## src/rtl/lsbc_defs.vh

```
`ifndef LSBC_DEFS_VH
`define LSBC_DEFS_VH
// ----------------------------------------
// Register offsets
// ----------------------------------------
`define LSBC_OFS_LS_PROTECT   8'h15
`define LSBC_OFS_BUCK_ONE     8'h16
`define LSBC_OFS_GO_CTRL      8'h1A
// ----------------------------------------
// Reset values
// ----------------------------------------
`define LSBC_RST_LS_PROTECT   8'h00
`define LSBC_RST_BUCK_ONE     8'hAB
`define LSBC_RST_VSEL         6'h2B
`define LSBC_RST_PSKIP        1'b1
// ----------------------------------------
// Field positions
// ----------------------------------------
`define LSBC_BIT_PF_OFF_LO    3
`define LSBC_BIT_DCHG_LO      0
`define LSBC_BIT_PSKIP        7
`define LSBC_VSEL_HI          5
`define LSBC_BIT_GO           0
`define LSBC_BIT_GO_NOMON     1
`define LSBC_LS_WMASK         8'h3F
`define LSBC_BUCK_WMASK       8'hBF
// ----------------------------------------
// Timing
// ----------------------------------------
`define LSBC_BLANK_MS         5
`define LSBC_CLK_HZ           20000000
`define LSBC_BLANK_CYC        (`LSBC_BLANK_MS * (`LSBC_CLK_HZ / 1000))
`endif

```

## src/rtl/lsbc_switch_ctrl.v

```verilog
`timescale 1ns/1ns
`default_nettype none
module lsbc_switch_ctrl (
	// Clock and reset
	input  wire ref_clk,
	input  wire arst_n,
	// Control
	input  wire sw_enable,
	input  wire pf_off_en,
	input  wire dchg_en,
	input  wire pf_ok,
	// Outputs
	output reg  sw_on_q,
	output reg  dchg_q
);
	wire on_d;

	// Power-fail low forces the switch off only when armed
	assign on_d = sw_enable & ~(pf_off_en & ~pf_ok);

	always @(posedge ref_clk or negedge arst_n) begin
		if (!arst_n) begin
			sw_on_q <= 1'b0;
			dchg_q  <= 1'b0;
		end else begin
			sw_on_q <= on_d;
			dchg_q  <= dchg_en & ~on_d;
		end
	end
endmodule
`default_nettype wire

```

## src/rtl/lsbc_regs.v

```verilog
// Operation
// - Protect config at 0x15, resets zero
// - Protected registers need unlock valid in the same cycle as each write
// - Armed power-fail bit turns switch off
// - Unarmed bit ignores power-fail comparator
// - Discharge enabled drives discharge when off
// - Discharge disabled never drives discharge
// - Buck register at 0x16, resets 0xAB
// - Buck write blanks voltage monitoring 5 ms
// - New voltage applies only after go bit
// - Bit 7 pulse-skip enable, resets one
// - Bits 5-0 voltage code, resets 2Bh
`timescale 1ns/1ns
`default_nettype none
`include "lsbc_defs.vh"
module lsbc_regs #(
	parameter BLANK_CYC = `LSBC_BLANK_CYC
) (
	// Clock and reset
	input  wire       ref_clk,
	input  wire       arst_n,
	// Register port from serial bus engine
	input  wire       reg_wr,
	input  wire       reg_rd,
	input  wire [7:0] reg_addr,
	input  wire [7:0] reg_wdata,
	input  wire       unlock_valid,
	output reg  [7:0] reg_rdata_q,
	output reg        wr_reject_q,
	// Analog side
	input  wire       power_fail_comparator_out,
	input  wire [2:0] switch_enable,
	output wire [2:0] switch_on_q,
	output wire [2:0] switch_discharge_q,
	output reg        pulse_skip_enable_q,
	output reg  [5:0] buck_one_vsel_q,
	output reg        monitor_blank_q,
	output reg        monitor_disable_q
);
	// ----------------------------------------
	// Pin synchroniser
	// ----------------------------------------
	reg pf_meta_q;
	reg pf_sync_q;

	always @(posedge ref_clk or negedge arst_n) begin
		if (!arst_n) begin
			pf_meta_q <= 1'b1;
			pf_sync_q <= 1'b1;
		end else begin
			pf_meta_q <= power_fail_comparator_out;
			pf_sync_q <= pf_meta_q;
		end
	end

	// ----------------------------------------
	// Register file
	// ----------------------------------------
	reg  [7:0] ls_cfg_q;
	reg  [7:0] buck_q;
	wire       hit_ls;
	wire       hit_buck;
	wire       hit_go;
	wire       wr_ok;
	wire       go_now;

	assign hit_ls   = (reg_addr == `LSBC_OFS_LS_PROTECT);
	assign hit_buck = (reg_addr == `LSBC_OFS_BUCK_ONE);
	assign hit_go   = (reg_addr == `LSBC_OFS_GO_CTRL);
	// Unlock is sampled on the write cycle itself
	assign wr_ok    = reg_wr & unlock_valid;
	assign go_now   = reg_wr & hit_go &
	                  (reg_wdata[`LSBC_BIT_GO] | reg_wdata[`LSBC_BIT_GO_NOMON]);

	always @(posedge ref_clk or negedge arst_n) begin
		if (!arst_n) begin
			ls_cfg_q    <= `LSBC_RST_LS_PROTECT;
			buck_q      <= `LSBC_RST_BUCK_ONE;
			wr_reject_q <= 1'b0;
		end else begin
			wr_reject_q <= reg_wr & (hit_ls | hit_buck) & ~unlock_valid;
			if (wr_ok && hit_ls)
				ls_cfg_q <= reg_wdata & `LSBC_LS_WMASK;
			if (wr_ok && hit_buck)
				buck_q <= reg_wdata & `LSBC_BUCK_WMASK;
		end
	end

	always @(posedge ref_clk or negedge arst_n) begin
		if (!arst_n) begin
			reg_rdata_q <= 8'h00;
		end else if (reg_rd) begin
			if (hit_ls)
				reg_rdata_q <= ls_cfg_q;
			else if (hit_buck)
				reg_rdata_q <= buck_q;
			else
				reg_rdata_q <= 8'h00;
		end
	end

	// ----------------------------------------
	// Buck converter setpoint
	// ----------------------------------------
	// Mode bit acts at once; only the voltage waits for the go strobe
	always @(posedge ref_clk or negedge arst_n) begin
		if (!arst_n) begin
			pulse_skip_enable_q <= `LSBC_RST_PSKIP;
			buck_one_vsel_q     <= `LSBC_RST_VSEL;
			monitor_disable_q   <= 1'b0;
		end else begin
			pulse_skip_enable_q <= buck_q[`LSBC_BIT_PSKIP];
			if (go_now) begin
				buck_one_vsel_q   <= buck_q[`LSBC_VSEL_HI:0];
				monitor_disable_q <= reg_wdata[`LSBC_BIT_GO_NOMON];
			end
		end
	end

	// ----------------------------------------
	// Monitoring blank timer
	// ----------------------------------------
	reg [23:0] blank_cnt_q;

	always @(posedge ref_clk or negedge arst_n) begin
		if (!arst_n) begin
			blank_cnt_q     <= 24'h000000;
			monitor_blank_q <= 1'b0;
		end else if (wr_ok && hit_buck) begin
			// A fresh write restarts the full interval
			blank_cnt_q     <= BLANK_CYC[23:0] - 24'h000001;
			monitor_blank_q <= 1'b1;
		end else if (blank_cnt_q != 24'h000000) begin
			blank_cnt_q     <= blank_cnt_q - 24'h000001;
			monitor_blank_q <= 1'b1;
		end else begin
			monitor_blank_q <= 1'b0;
		end
	end

	// ----------------------------------------
	// Load switches
	// ----------------------------------------
	genvar i;
	generate
		for (i = 0; i < 3; i = i + 1) begin : g_sw
			lsbc_switch_ctrl u_sw (
				.ref_clk   (ref_clk),
				.arst_n    (arst_n),
				.sw_enable (switch_enable[i]),
				.pf_off_en (ls_cfg_q[`LSBC_BIT_PF_OFF_LO + i]),
				.dchg_en   (ls_cfg_q[`LSBC_BIT_DCHG_LO + i]),
				.pf_ok     (pf_sync_q),
				.sw_on_q   (switch_on_q[i]),
				.dchg_q    (switch_discharge_q[i])
			);
		end
	endgenerate
endmodule
`default_nettype wire

```

## config.mk

```make
export PLATFORM = sky130hd
export DESIGN_NAME = lsbc_regs
export DESIGN_NICKNAME = d
export VERILOG_FILES = /design/src/rtl/lsbc_switch_ctrl.v /design/src/rtl/lsbc_regs.v
export VERILOG_INCLUDE_DIRS = /design/src /design/src/rtl
export SDC_FILE = /design/constraint.sdc
export NUM_CORES = 1
export LEC_CHECK = 0
export BUFFER_PORTS_ARGS = -buffer_cell sky130_fd_sc_hd__buf_2
export CORE_MARGIN = 10
export CORE_UTILIZATION = 45
export CTS_CLUSTER_SIZE = 24
export DETAILED_ROUTE_END_ITERATION = 10
export GPL_TIMING_DRIVEN = 0
export HOLD_SLACK_MARGIN = 0.12
export PLACE_DENSITY = 0.73
export SYNTH_ARGS = -nofsm -noshare
export SYNTH_HDL_FRONTEND = slang
export SYNTH_SLANG_ARGS = --single-unit
```

## constraint.sdc

```tcl
create_clock -name ref_clk -period 1.7 [get_ports ref_clk]
set_input_delay 0.51 -clock ref_clk [delete_from_list [all_inputs] [get_ports ref_clk]]
set_output_delay 0.51 -clock ref_clk [all_outputs]
set_load 0.05 [all_outputs]
```

; Word-level counts from Yosys, hierarchy flattened
; Cells that the tools add are included.
[totals]
register_bits = 63
latch_bits = 0
mem_bits_rw = 0
rom_bits = 0
inputBits = 25
out_inout_bits = 24
elab_cells = 55
n_memories = 0
[op_classes]
add_sub_neg = 1
multipliers = 0
div_mod_pow = 0
n_lt_le_gt_ge = 0
n_eq_ne = 3
n_shift = 0
n_mux = 6
n_bitwise = 24
n_reduce_logical = 4
[ops]
columns = cell, n
row1 = $mux 24, 2
row2 = $eq 8x5->1 const B, 3
row3 = $reduce_bool 24->1, 1
row4 = $sub 24x1->24 const B, 1
row5 = $mux 8, 2
row6 = $and 1x1->1, 14
row7 = $not 1->1, 8
row8 = $logic_and 1x1->1, 2
row9 = $mux 1, 2
row10 = $or 1x1->1, 2
row11 = $reduce_bool 2->1, 1

; Depth between registers and ports, before layout
; Gate-level depths: netlist of the first run.
[logic_depth]
depth_word = 6
ltp_mapped = 7
ltp_nobuf = 6

; By module
; A second synthesis of the first run with hierarchy kept.
[hier_totals]
hier_cells = 257
hier_area_um2 = 2781.4
[modules_own_cells]
columns = module, n_inst, cells_each, area_per_inst_um2, seq_area_each_um2
row1 = lsbc_regs, 1, 242, 2571.2, 1416.4
row2 = lsbc_switch_ctrl, 3, 5, 70.1, 50.0

; Worst setup path after synthesis of the first run
; Ideal clock, no wire load.
[synth_timing]
path_type = input to register
from = in reg_addr[5]
to = reg monitor_disable_q
setup_ns = 0.125
arrival_ns = 1.717
t_required_ns = 1.575
setup_slack_ns = -0.142
stages = 4
path_buffers = 0
path_cell_list = nor4b_2 nand2_1 nor3_2 mux2_2
[synth_via]
elab_chain_cells = 3
[synth_lines]
columns = element, line_no
row1 = from (decl), lsbc_regs.v:25  ; input wire [7:0] reg_addr,
row2 = $eq 8x5->1 (no source line), --
row3 = $and 1x1->1 (2 in series), lsbc_regs.v:72  ; assign go_now = reg_wr & hit_go &
row4 = to (signal assigned), lsbc_regs.v:115  ; monitor_disable_q <= reg_wdata[`LSBC_BIT_GO_NOMON];
row5 = to (decl), lsbc_regs.v:38  ; output reg monitor_disable_q
; Every way passes these cells.
; A chain may end at the register's enable or synchronous reset.

; Worst setup path in the final report of the first run
[layout_timing]
from = reg blank_cnt_q[4]
to = reg blank_cnt_q[17]
[layout_via]
elab_chain_cells = 3
elab_cells_between_ends = 5
classes_between = 1 x add/sub / 2 x mux / 2 x reduce/logical
[layout_lines]
columns = element, line_no
row1 = from (decl), lsbc_regs.v:123  ; reg [23:0] blank_cnt_q;
row2 = from (signal assigned), lsbc_regs.v:131  ; blank_cnt_q <= BLANK_CYC[23:0] - 24'h000001;
row3 = from (signal assigned), lsbc_regs.v:134  ; blank_cnt_q <= blank_cnt_q - 24'h000001;
row4 = $sub 24x1->24, lsbc_regs.v:134
row5 = $mux 24, lsbc_regs.v:133  ; end else if (blank_cnt_q != 24'h000000) begin
row6 = $mux 24, lsbc_regs.v:129  ; end else if (wr_ok && hit_buck) begin
; Parallel ways exist; a longest one is shown, timed or not. The select of a mux whose other input is x is not followed.

==> metrics.yaml, run 1 <==
pwr:
  vdd_drop_max_mv: 0.504
  power_density_mw_per_mm2: 1060
  p_total_mw: 4.35
  p_leak_nw: 1.81
yosys:
  yosysSeqAreaShare_pct: 51.9
  synth_cell_types: 49
  synth_area_mm2: 0.00302
  ys_ff_latch: 62
  synthFlopType: "dfrtp_1"
  async_flop_share_pct: 100
  syn_nets: 309
  netlist_instances: 282
  avgSynthCellArea_um2: 10.7
  synth_edf_count: 0
  ys_warn_count: 0
global_route:
  grt_pass1_wl_mm: 12.6
  gr-total-overflow: 0
  grt_pass1_vias: 2545
  antenna_found_initial: 0
  grt_usage_pct: 15.4
  grt_max_degree: 63
floorplanning:
  io_pins: 49
  dieArea_mm2: 0.0104
  core-area_mm2: 0.00642
  chipWidth_um: 102
  placementRows: 29
  fp.dieH_um: 102
  initial_core_util_pct: 47.0
detailed_routing:
  wirelength_mm: 8.26
  drcViolationCount: 0
  vias: 2574
  wire_per_inst_um: 18.3
  drt-initial-drc-count: 200
  viasPerCell: 5.71
  ant_nets: 0
  drt-pass1-iter-count: 4
placement:
  placedCellCount: 405
  port-buffer-count: 46
  place_hpwl_mm: 5.04
  dp_slack_ns: -0.521
  gp_congestion: 0.855
  placed_area_mm2: 0.00336
timing:
  rsz0062_at_grt: "yes"
  max_slew_margin_pct: 49.1
  fin_ws_ns: -0.297
  min_period_ns: 2.00
  finalSetupViolations: 23
  drv_slew: 0
  fin_crit_sh_pct: 117
  hold_slack_ns: 0.230
  fmax_mhz: 501
  hold_viol: 0
  finClkSkew_ns: 0.00481
  tightest_slew_ns: 0.764
setup_path:
  cp.arrival_ns: 2.19
  ff2ff_path_depth: 5
  worstSetupStartpointType: "flip-flop"
  cp-end-kind: "flip-flop"
  worstSetupPathType: "reg -> reg"
  critPathRequiredTime_ns: 1.90
  cp_max_fo: 10
layout:
  finalNonFillerCells: 451
  diodes: 0
  final_cell_mix: "46 x buf_2, 42 x dfrtp_1, 38 x buf_4"
  final_common_cell: "buf_2"
  syn_to_final_growth_pct: 35.5
  num-nets-final: 396
  fin_area_mm2: 0.00409
  drive_above_1_share_pct: 48.9
worst_hold_path:
  hold_class: "in -> async"
clocking:
  clock_path_buffers: 2
  cts-buffers-inserted: 9
  clkTransAtPathRegs_ns: 0.07
  cts.htree.levels: 3
  cts.sinks: 62
  clock_latency_ns: 0.34
  cts_tree: "yes"
  clock-root-buffer: "clkbuf_8"
  ctsHoldBuffers: 0
run_status:
  violations: "negative setup slack"
  outcome: "finished, violations left"
job:
  maxCapViolations: 0
[layout make-up]
class                           instances  area [um2]
Inverter                                5        18.8
Multi-Input combinational cell        196        1540
Buffer                                 17         113
Clock buffer                            9         124
Timing Repair Buffer                   78         505
Fill cell                             468        2330
Clock inverter                          7         120
Tap cell                               77        96.3
Sequential cell                        62        1580
[worst max-delay path, stage by stage (launching register included)]
cell      delay [ns]
dfrtp_2         0.43
nor4_4          0.39
nand4_1         0.21
buf_4           0.25
o311ai_1        0.40
o31ai_1         0.16
[Yosys cell counts (6+ instances only)]
cell type	count	area, um2
nand3_1	6	30.0
clkbuf_1	7	26.3
o21ai_0	8	40.0
mux2i_1	12	120
nand2b_1	7	43.8
and2_1	8	50.1
a21oi_1	15	75.1
nor2b_1	6	37.5
o31ai_1	6	45.0
mux2_2	13	146
dfstp_2	12	315
a22oi_1	6	45.0
nand2_1	31	116
buf_4	8	60.1
nor2_1	19	71.3
dfrtp_1	50	1250
[layer usage]
metal	GRT usage (%)	share of wire, %	vias up
met4	8.24	3.0	0
li1	-	-	1185
met3	4.39	7.5	27
met5	0	0	-
met1	18.5	41	1260
met2	24.7	48	102
[where the power goes]
| group | switching, mW | internal (mW) |
|---|---|---|
| sequential | 0.165 | 1.63 |
| combinational | 0.513 | 0.451 |
| clock | 0.610 | 0.978 |
| total | 1.29 | 3.06 |
[logic make-up (layout without fill, tap and decap cells)]
kind of cell | after synthesis | count (layout) | synth area share, %
other | 1 | 1 | 0.124
buffers and inverters | 24 | 116 | 4.10
adder cells (fa/ha/maj) | 2 | 2 | 0.829
AO/OA/AOI/OAI | 53 | 53 | 11.7
AND/OR/NAND/NOR | 115 | 115 | 22.5
multiplexers | 25 | 25 | 8.83
flip-flops | 62 | 62 | 51.9
[sequential cells by signal, summed over array words and instances (netlist names)]
register             count
blank_cnt_q             24
buck_q                   7
reg_rdata_q              7
buck_one_vsel_q          6
ls_cfg_q                 6
g_sw.u_sw.dchg_q         3
g_sw.u_sw.sw_on_q        3
monitor_blank_q          1
monitor_disable_q        1
pf_meta_q                1
pf_sync_q                1
pulse_skip_enable_q      1
wr_reject_q              1
[through the flow]
step / setup TNS, ns / utilization (%)
2_1_floorplan: -0.253 / -
3_3_place_gp: -15.93 / 52.3
5_1_grt: -4.20 / 63.7
3_5_place_dp: -18.71 / 52.3
4_1_cts: -0.661 / 61.1
6_report: -2.44 / 63.7
[final timing paths]
check,endpoint,startpoint,slack [ns]
setup / recovery,blank_cnt_q[17]$_DFFE_PN0P_,blank_cnt_q[4]$_DFFE_PN0P_,-0.30
hold / removal,reg_rdata_q[7]$_DFFE_PN0P_,arst_n,0.23
min in group ref_clk,pf_meta_q$_DFF_PN1_,power_fail_comparator_out,0.26
hold reg to reg,pf_sync_q$_DFF_PN1_,pf_meta_q$_DFF_PN1_,0.36
setup reg to reg,blank_cnt_q[17]$_DFFE_PN0P_,blank_cnt_q[4]$_DFFE_PN0P_,-0.30
max in group asynchronous,blank_cnt_q[9]$_DFFE_PN0P_,arst_n,0.91
[what timing repair did]
item,CTS,global route
setup buffers,22,10
setup endpoints to repair,32,37
gates resized for setup,39,26
pin swaps,17,13
Note: power is estimated with default switching activity, not from simulation.
==> run 2, diff against run 1 <==
Settings changed: CORE_ASPECT_RATIO set to 1.1.
==> run 2 against run 1 <==
The flow still finishes with violations (negative setup slack). Design area is 2.3% higher. Worst setup slack better by 0.11 ns. Fmax up 6.1%. Flip-flop and latch count is the same. Via count is 0.82% lower. Combinational power rose by 5%. Register-to-register slack improved by 0.11 ns. Utilization grew 0.16 points. Clock power up 14%. First-iteration DRC count is 44% lower. Clock skew grew 0.0028 ns. Critical endpoint is now blank_cnt_q[20]$_DFFE_PN0P_. Largest cell class unchanged.
==> metrics.yaml, run 2 (same netlist as run 1, synthesis figures left out) <==
layout:
  final_common_cell: "buf_2"  # unchanged
  nFillCells: 514  # was 468
  regArea_mm2: 0.00158  # about the same
  largest_reg_flops: 24  # unchanged
  drive_above_1_share_pct: 48.5  # was 48.9%
  syn_to_final_growth_pct: 38.7  # was 35.5%
  num-nets-final: 399  # was 396
  multi_input_comb_area_mm2: 0.00154  # about the same
  top_regs: "blank_cnt_q: 24 flops, buck_q: 7 flops, reg_rdata_q: 7 flops"  # unchanged
  top_register: "blank_cnt_q"  # unchanged
  diodes: 0  # unchanged
  final_cell_mix: "46 x buf_2, 43 x dfrtp_1, 40 x buf_4"  # was 46 x buf_2, 42 x dfrtp_1, 38 x buf_4
  fin_area_mm2: 0.00419  # was 0.00409 mm2
  finalNonFillerCells: 459  # was 451
placement:
  place_hpwl_mm: 4.89  # was 5.04 mm
  placed_area_mm2: 0.00337  # was 0.00336 mm2
  port-buffer-count: 46  # unchanged
  placedCellCount: 410  # was 405
  gp_congestion: 0.877  # was 0.855
timing:
  hold_viol: 0  # unchanged
  tns_ns: -1.58  # was -2.44 ns
  finClkSkew_ns: 0.00757  # was 0.00481 ns
  max_slew_margin_pct: 49.3  # was 49.1%
  rsz0062_at_grt: "yes"  # unchanged
  hold_slack_ns: 0.231  # was 0.230 ns
  tightest_slew_ns: 0.761  # was 0.764 ns
  fin_crit_sh_pct: 111  # was 117%
  fmax_mhz: 531  # was 501 MHz
  drv_slew: 0  # unchanged
  fin_ws_ns: -0.183  # was -0.297 ns
  finalSetupViolations: 20  # was 23
  min_period_ns: 1.88  # was 2.00 ns
job:
  maxCapViolations: 0  # unchanged
run_status:
  outcome: "finished, violations left"  # unchanged
  violations: "negative setup slack"  # unchanged
floorplanning:
  dieArea_mm2: 0.0104  # about the same
  io_pins: 49  # unchanged
  fp.dieH_um: 106  # was 102 um
  placementRows: 31  # was 29
  chipWidth_um: 98.1  # was 102 um
  initial_core_util_pct: 46.0  # was 47.0%
  core-area_mm2: 0.00656  # was 0.00642 mm2
setup_path:
  r2r_slack_ns: -0.18  # was -0.30 ns
  worstSetupStartpointType: "flip-flop"  # unchanged
  cp_max_fo: 8  # was 10
  crit_chain: "nor4_4, buf_4, nand4_1, or4_1, a21oi_2"  # was nor4_4, nand4_1, buf_4, o311ai_1, o31ai_1
  worstSetupPathType: "reg -> reg"  # unchanged
  cp.arrival_ns: 2.15  # was 2.19 ns
  crit_family: "simple AND/OR/NAND/NOR gates"  # unchanged
  cp_slowest_cell: "or4_1"  # was dfrtp_2
  crit_buf_inv: 1  # unchanged
  cpPeakStageDelay_ns: 0.57  # was 0.43 ns
  critPathRequiredTime_ns: 1.97  # was 1.90 ns
  cp-end-kind: "flip-flop"  # unchanged
detailed_routing:
  drt-pass1-iter-count: 4  # unchanged
  vias: 2553  # was 2574
  ant_nets: 0  # unchanged
  viasPerCell: 5.56  # was 5.71
  drcViolationCount: 0  # unchanged
  wirelength_mm: 8.16  # was 8.26 mm
  wire_per_inst_um: 17.8  # was 18.3 um
  drt-initial-drc-count: 112  # was 200
clocking:
  cts.sinks: 62  # unchanged
  clock_path_buffers: 2  # unchanged
  clock-root-buffer: "clkbuf_8"  # unchanged
  cts.htree.levels: 3  # unchanged
  cts-buffers-inserted: 9  # unchanged
  cts_tree: "yes"  # unchanged
  clock_latency_ns: 0.35  # was 0.34 ns
  clkTransAtPathRegs_ns: 0.07  # about the same
pwr:
  p_leak_nw: 1.86  # was 1.81 nW
  vdd_drop_max_mv: 0.561  # was 0.504 mV
  power_density_mw_per_mm2: 1100  # was 1060 mW/mm2
worst_hold_path:
  hold_class: "in -> async"  # unchanged
global_route:
  grt_usage_pct: 14.7  # was 15.4%
  grt_pass1_vias: 2642  # was 2545
  grt_pass1_wl_mm: 12.7  # was 12.6 mm
  grt_max_degree: 63  # unchanged
  gr-total-overflow: 0  # unchanged
  antenna_found_initial: 0  # unchanged
## run 2: cell count changes in the layout (fill, tap and decap cells not counted), sizes merged
cell      previous run  this run
inv                  6         5
clkinv               2         1
clkbuf              15        17
bufinv               3         4
buf                 89        92
clkinvlp             1         0
## run 2: through the flow
stage               util (%)  total power [mW]  setup WS (ns)
finish                  63.8              4.60         -0.183
global route            63.8              4.79         -0.280
global placement        51.4              2.43         -0.476
floorplan                  -              2.26        -0.0480
detailed placement      51.4              2.46         -0.535
CTS                     60.9              4.54        -0.0939
## run 2: final timing paths
path	endpoint	cells after the start	from
min reg2reg	pf_sync_q$_DFF_PN1_	0	pf_meta_q$_DFF_PN1_
max in group asynchronous	blank_cnt_q[9]$_DFFE_PN0P_	1	arst_n
max	blank_cnt_q[20]$_DFFE_PN0P_	5	blank_cnt_q[15]$_DFFE_PN0P_
min	g_sw[2].u_sw.dchg_q$_DFF_PN0_	1	arst_n
max reg2reg	blank_cnt_q[20]$_DFFE_PN0P_	5	blank_cnt_q[15]$_DFFE_PN0P_
min in group ref_clk	pf_meta_q$_DFF_PN1_	1	power_fail_comparator_out
## run 2: repair_timing
| item | CTS | global route |
|---|---|---|
| endpoints found under the setup margin | 34 | 39 |
| pin swaps | 19 | 15 |
| hold buffers | 0 | 0 |
| resized for setup | 39 | 34 |
| gates cloned | 0 | 1 |
| setup buffers | 27 | 7 |
## run 2: power by group
group	internal [mW]	switching, mW
logic	0.478	0.533
clock network	1.21	0.603
registers	1.63	0.154
total	3.31	1.29
## run 2: routing by layer
| layer | vias to the layer above | part of all wire, % | track usage, % | wire length, um |
|---|---|---|---|---|
| met5 | - | 0 | 0 | 0 |
| met4 | 0 | 1.7 | 4.47 | 135 |
| met3 | 15 | 5.7 | 4.73 | 462 |
| met2 | 76 | 55 | 26.7 | 4470 |
| met1 | 1262 | 38 | 15.7 | 3090 |
| li1 | 1200 | - | - | - |
## run 2: layout make-up
type | count | area share (%)
Buffer | 17 | 3.11
Clock buffer | 11 | 3.62
Clock inverter | 5 | 3.08
Inverter | 5 | 0.448
Multi-Input combinational cell | 196 | 36.8
Sequential cell | 62 | 37.6
Tap cell | 82 | 2.45
Timing Repair Buffer | 81 | 12.8
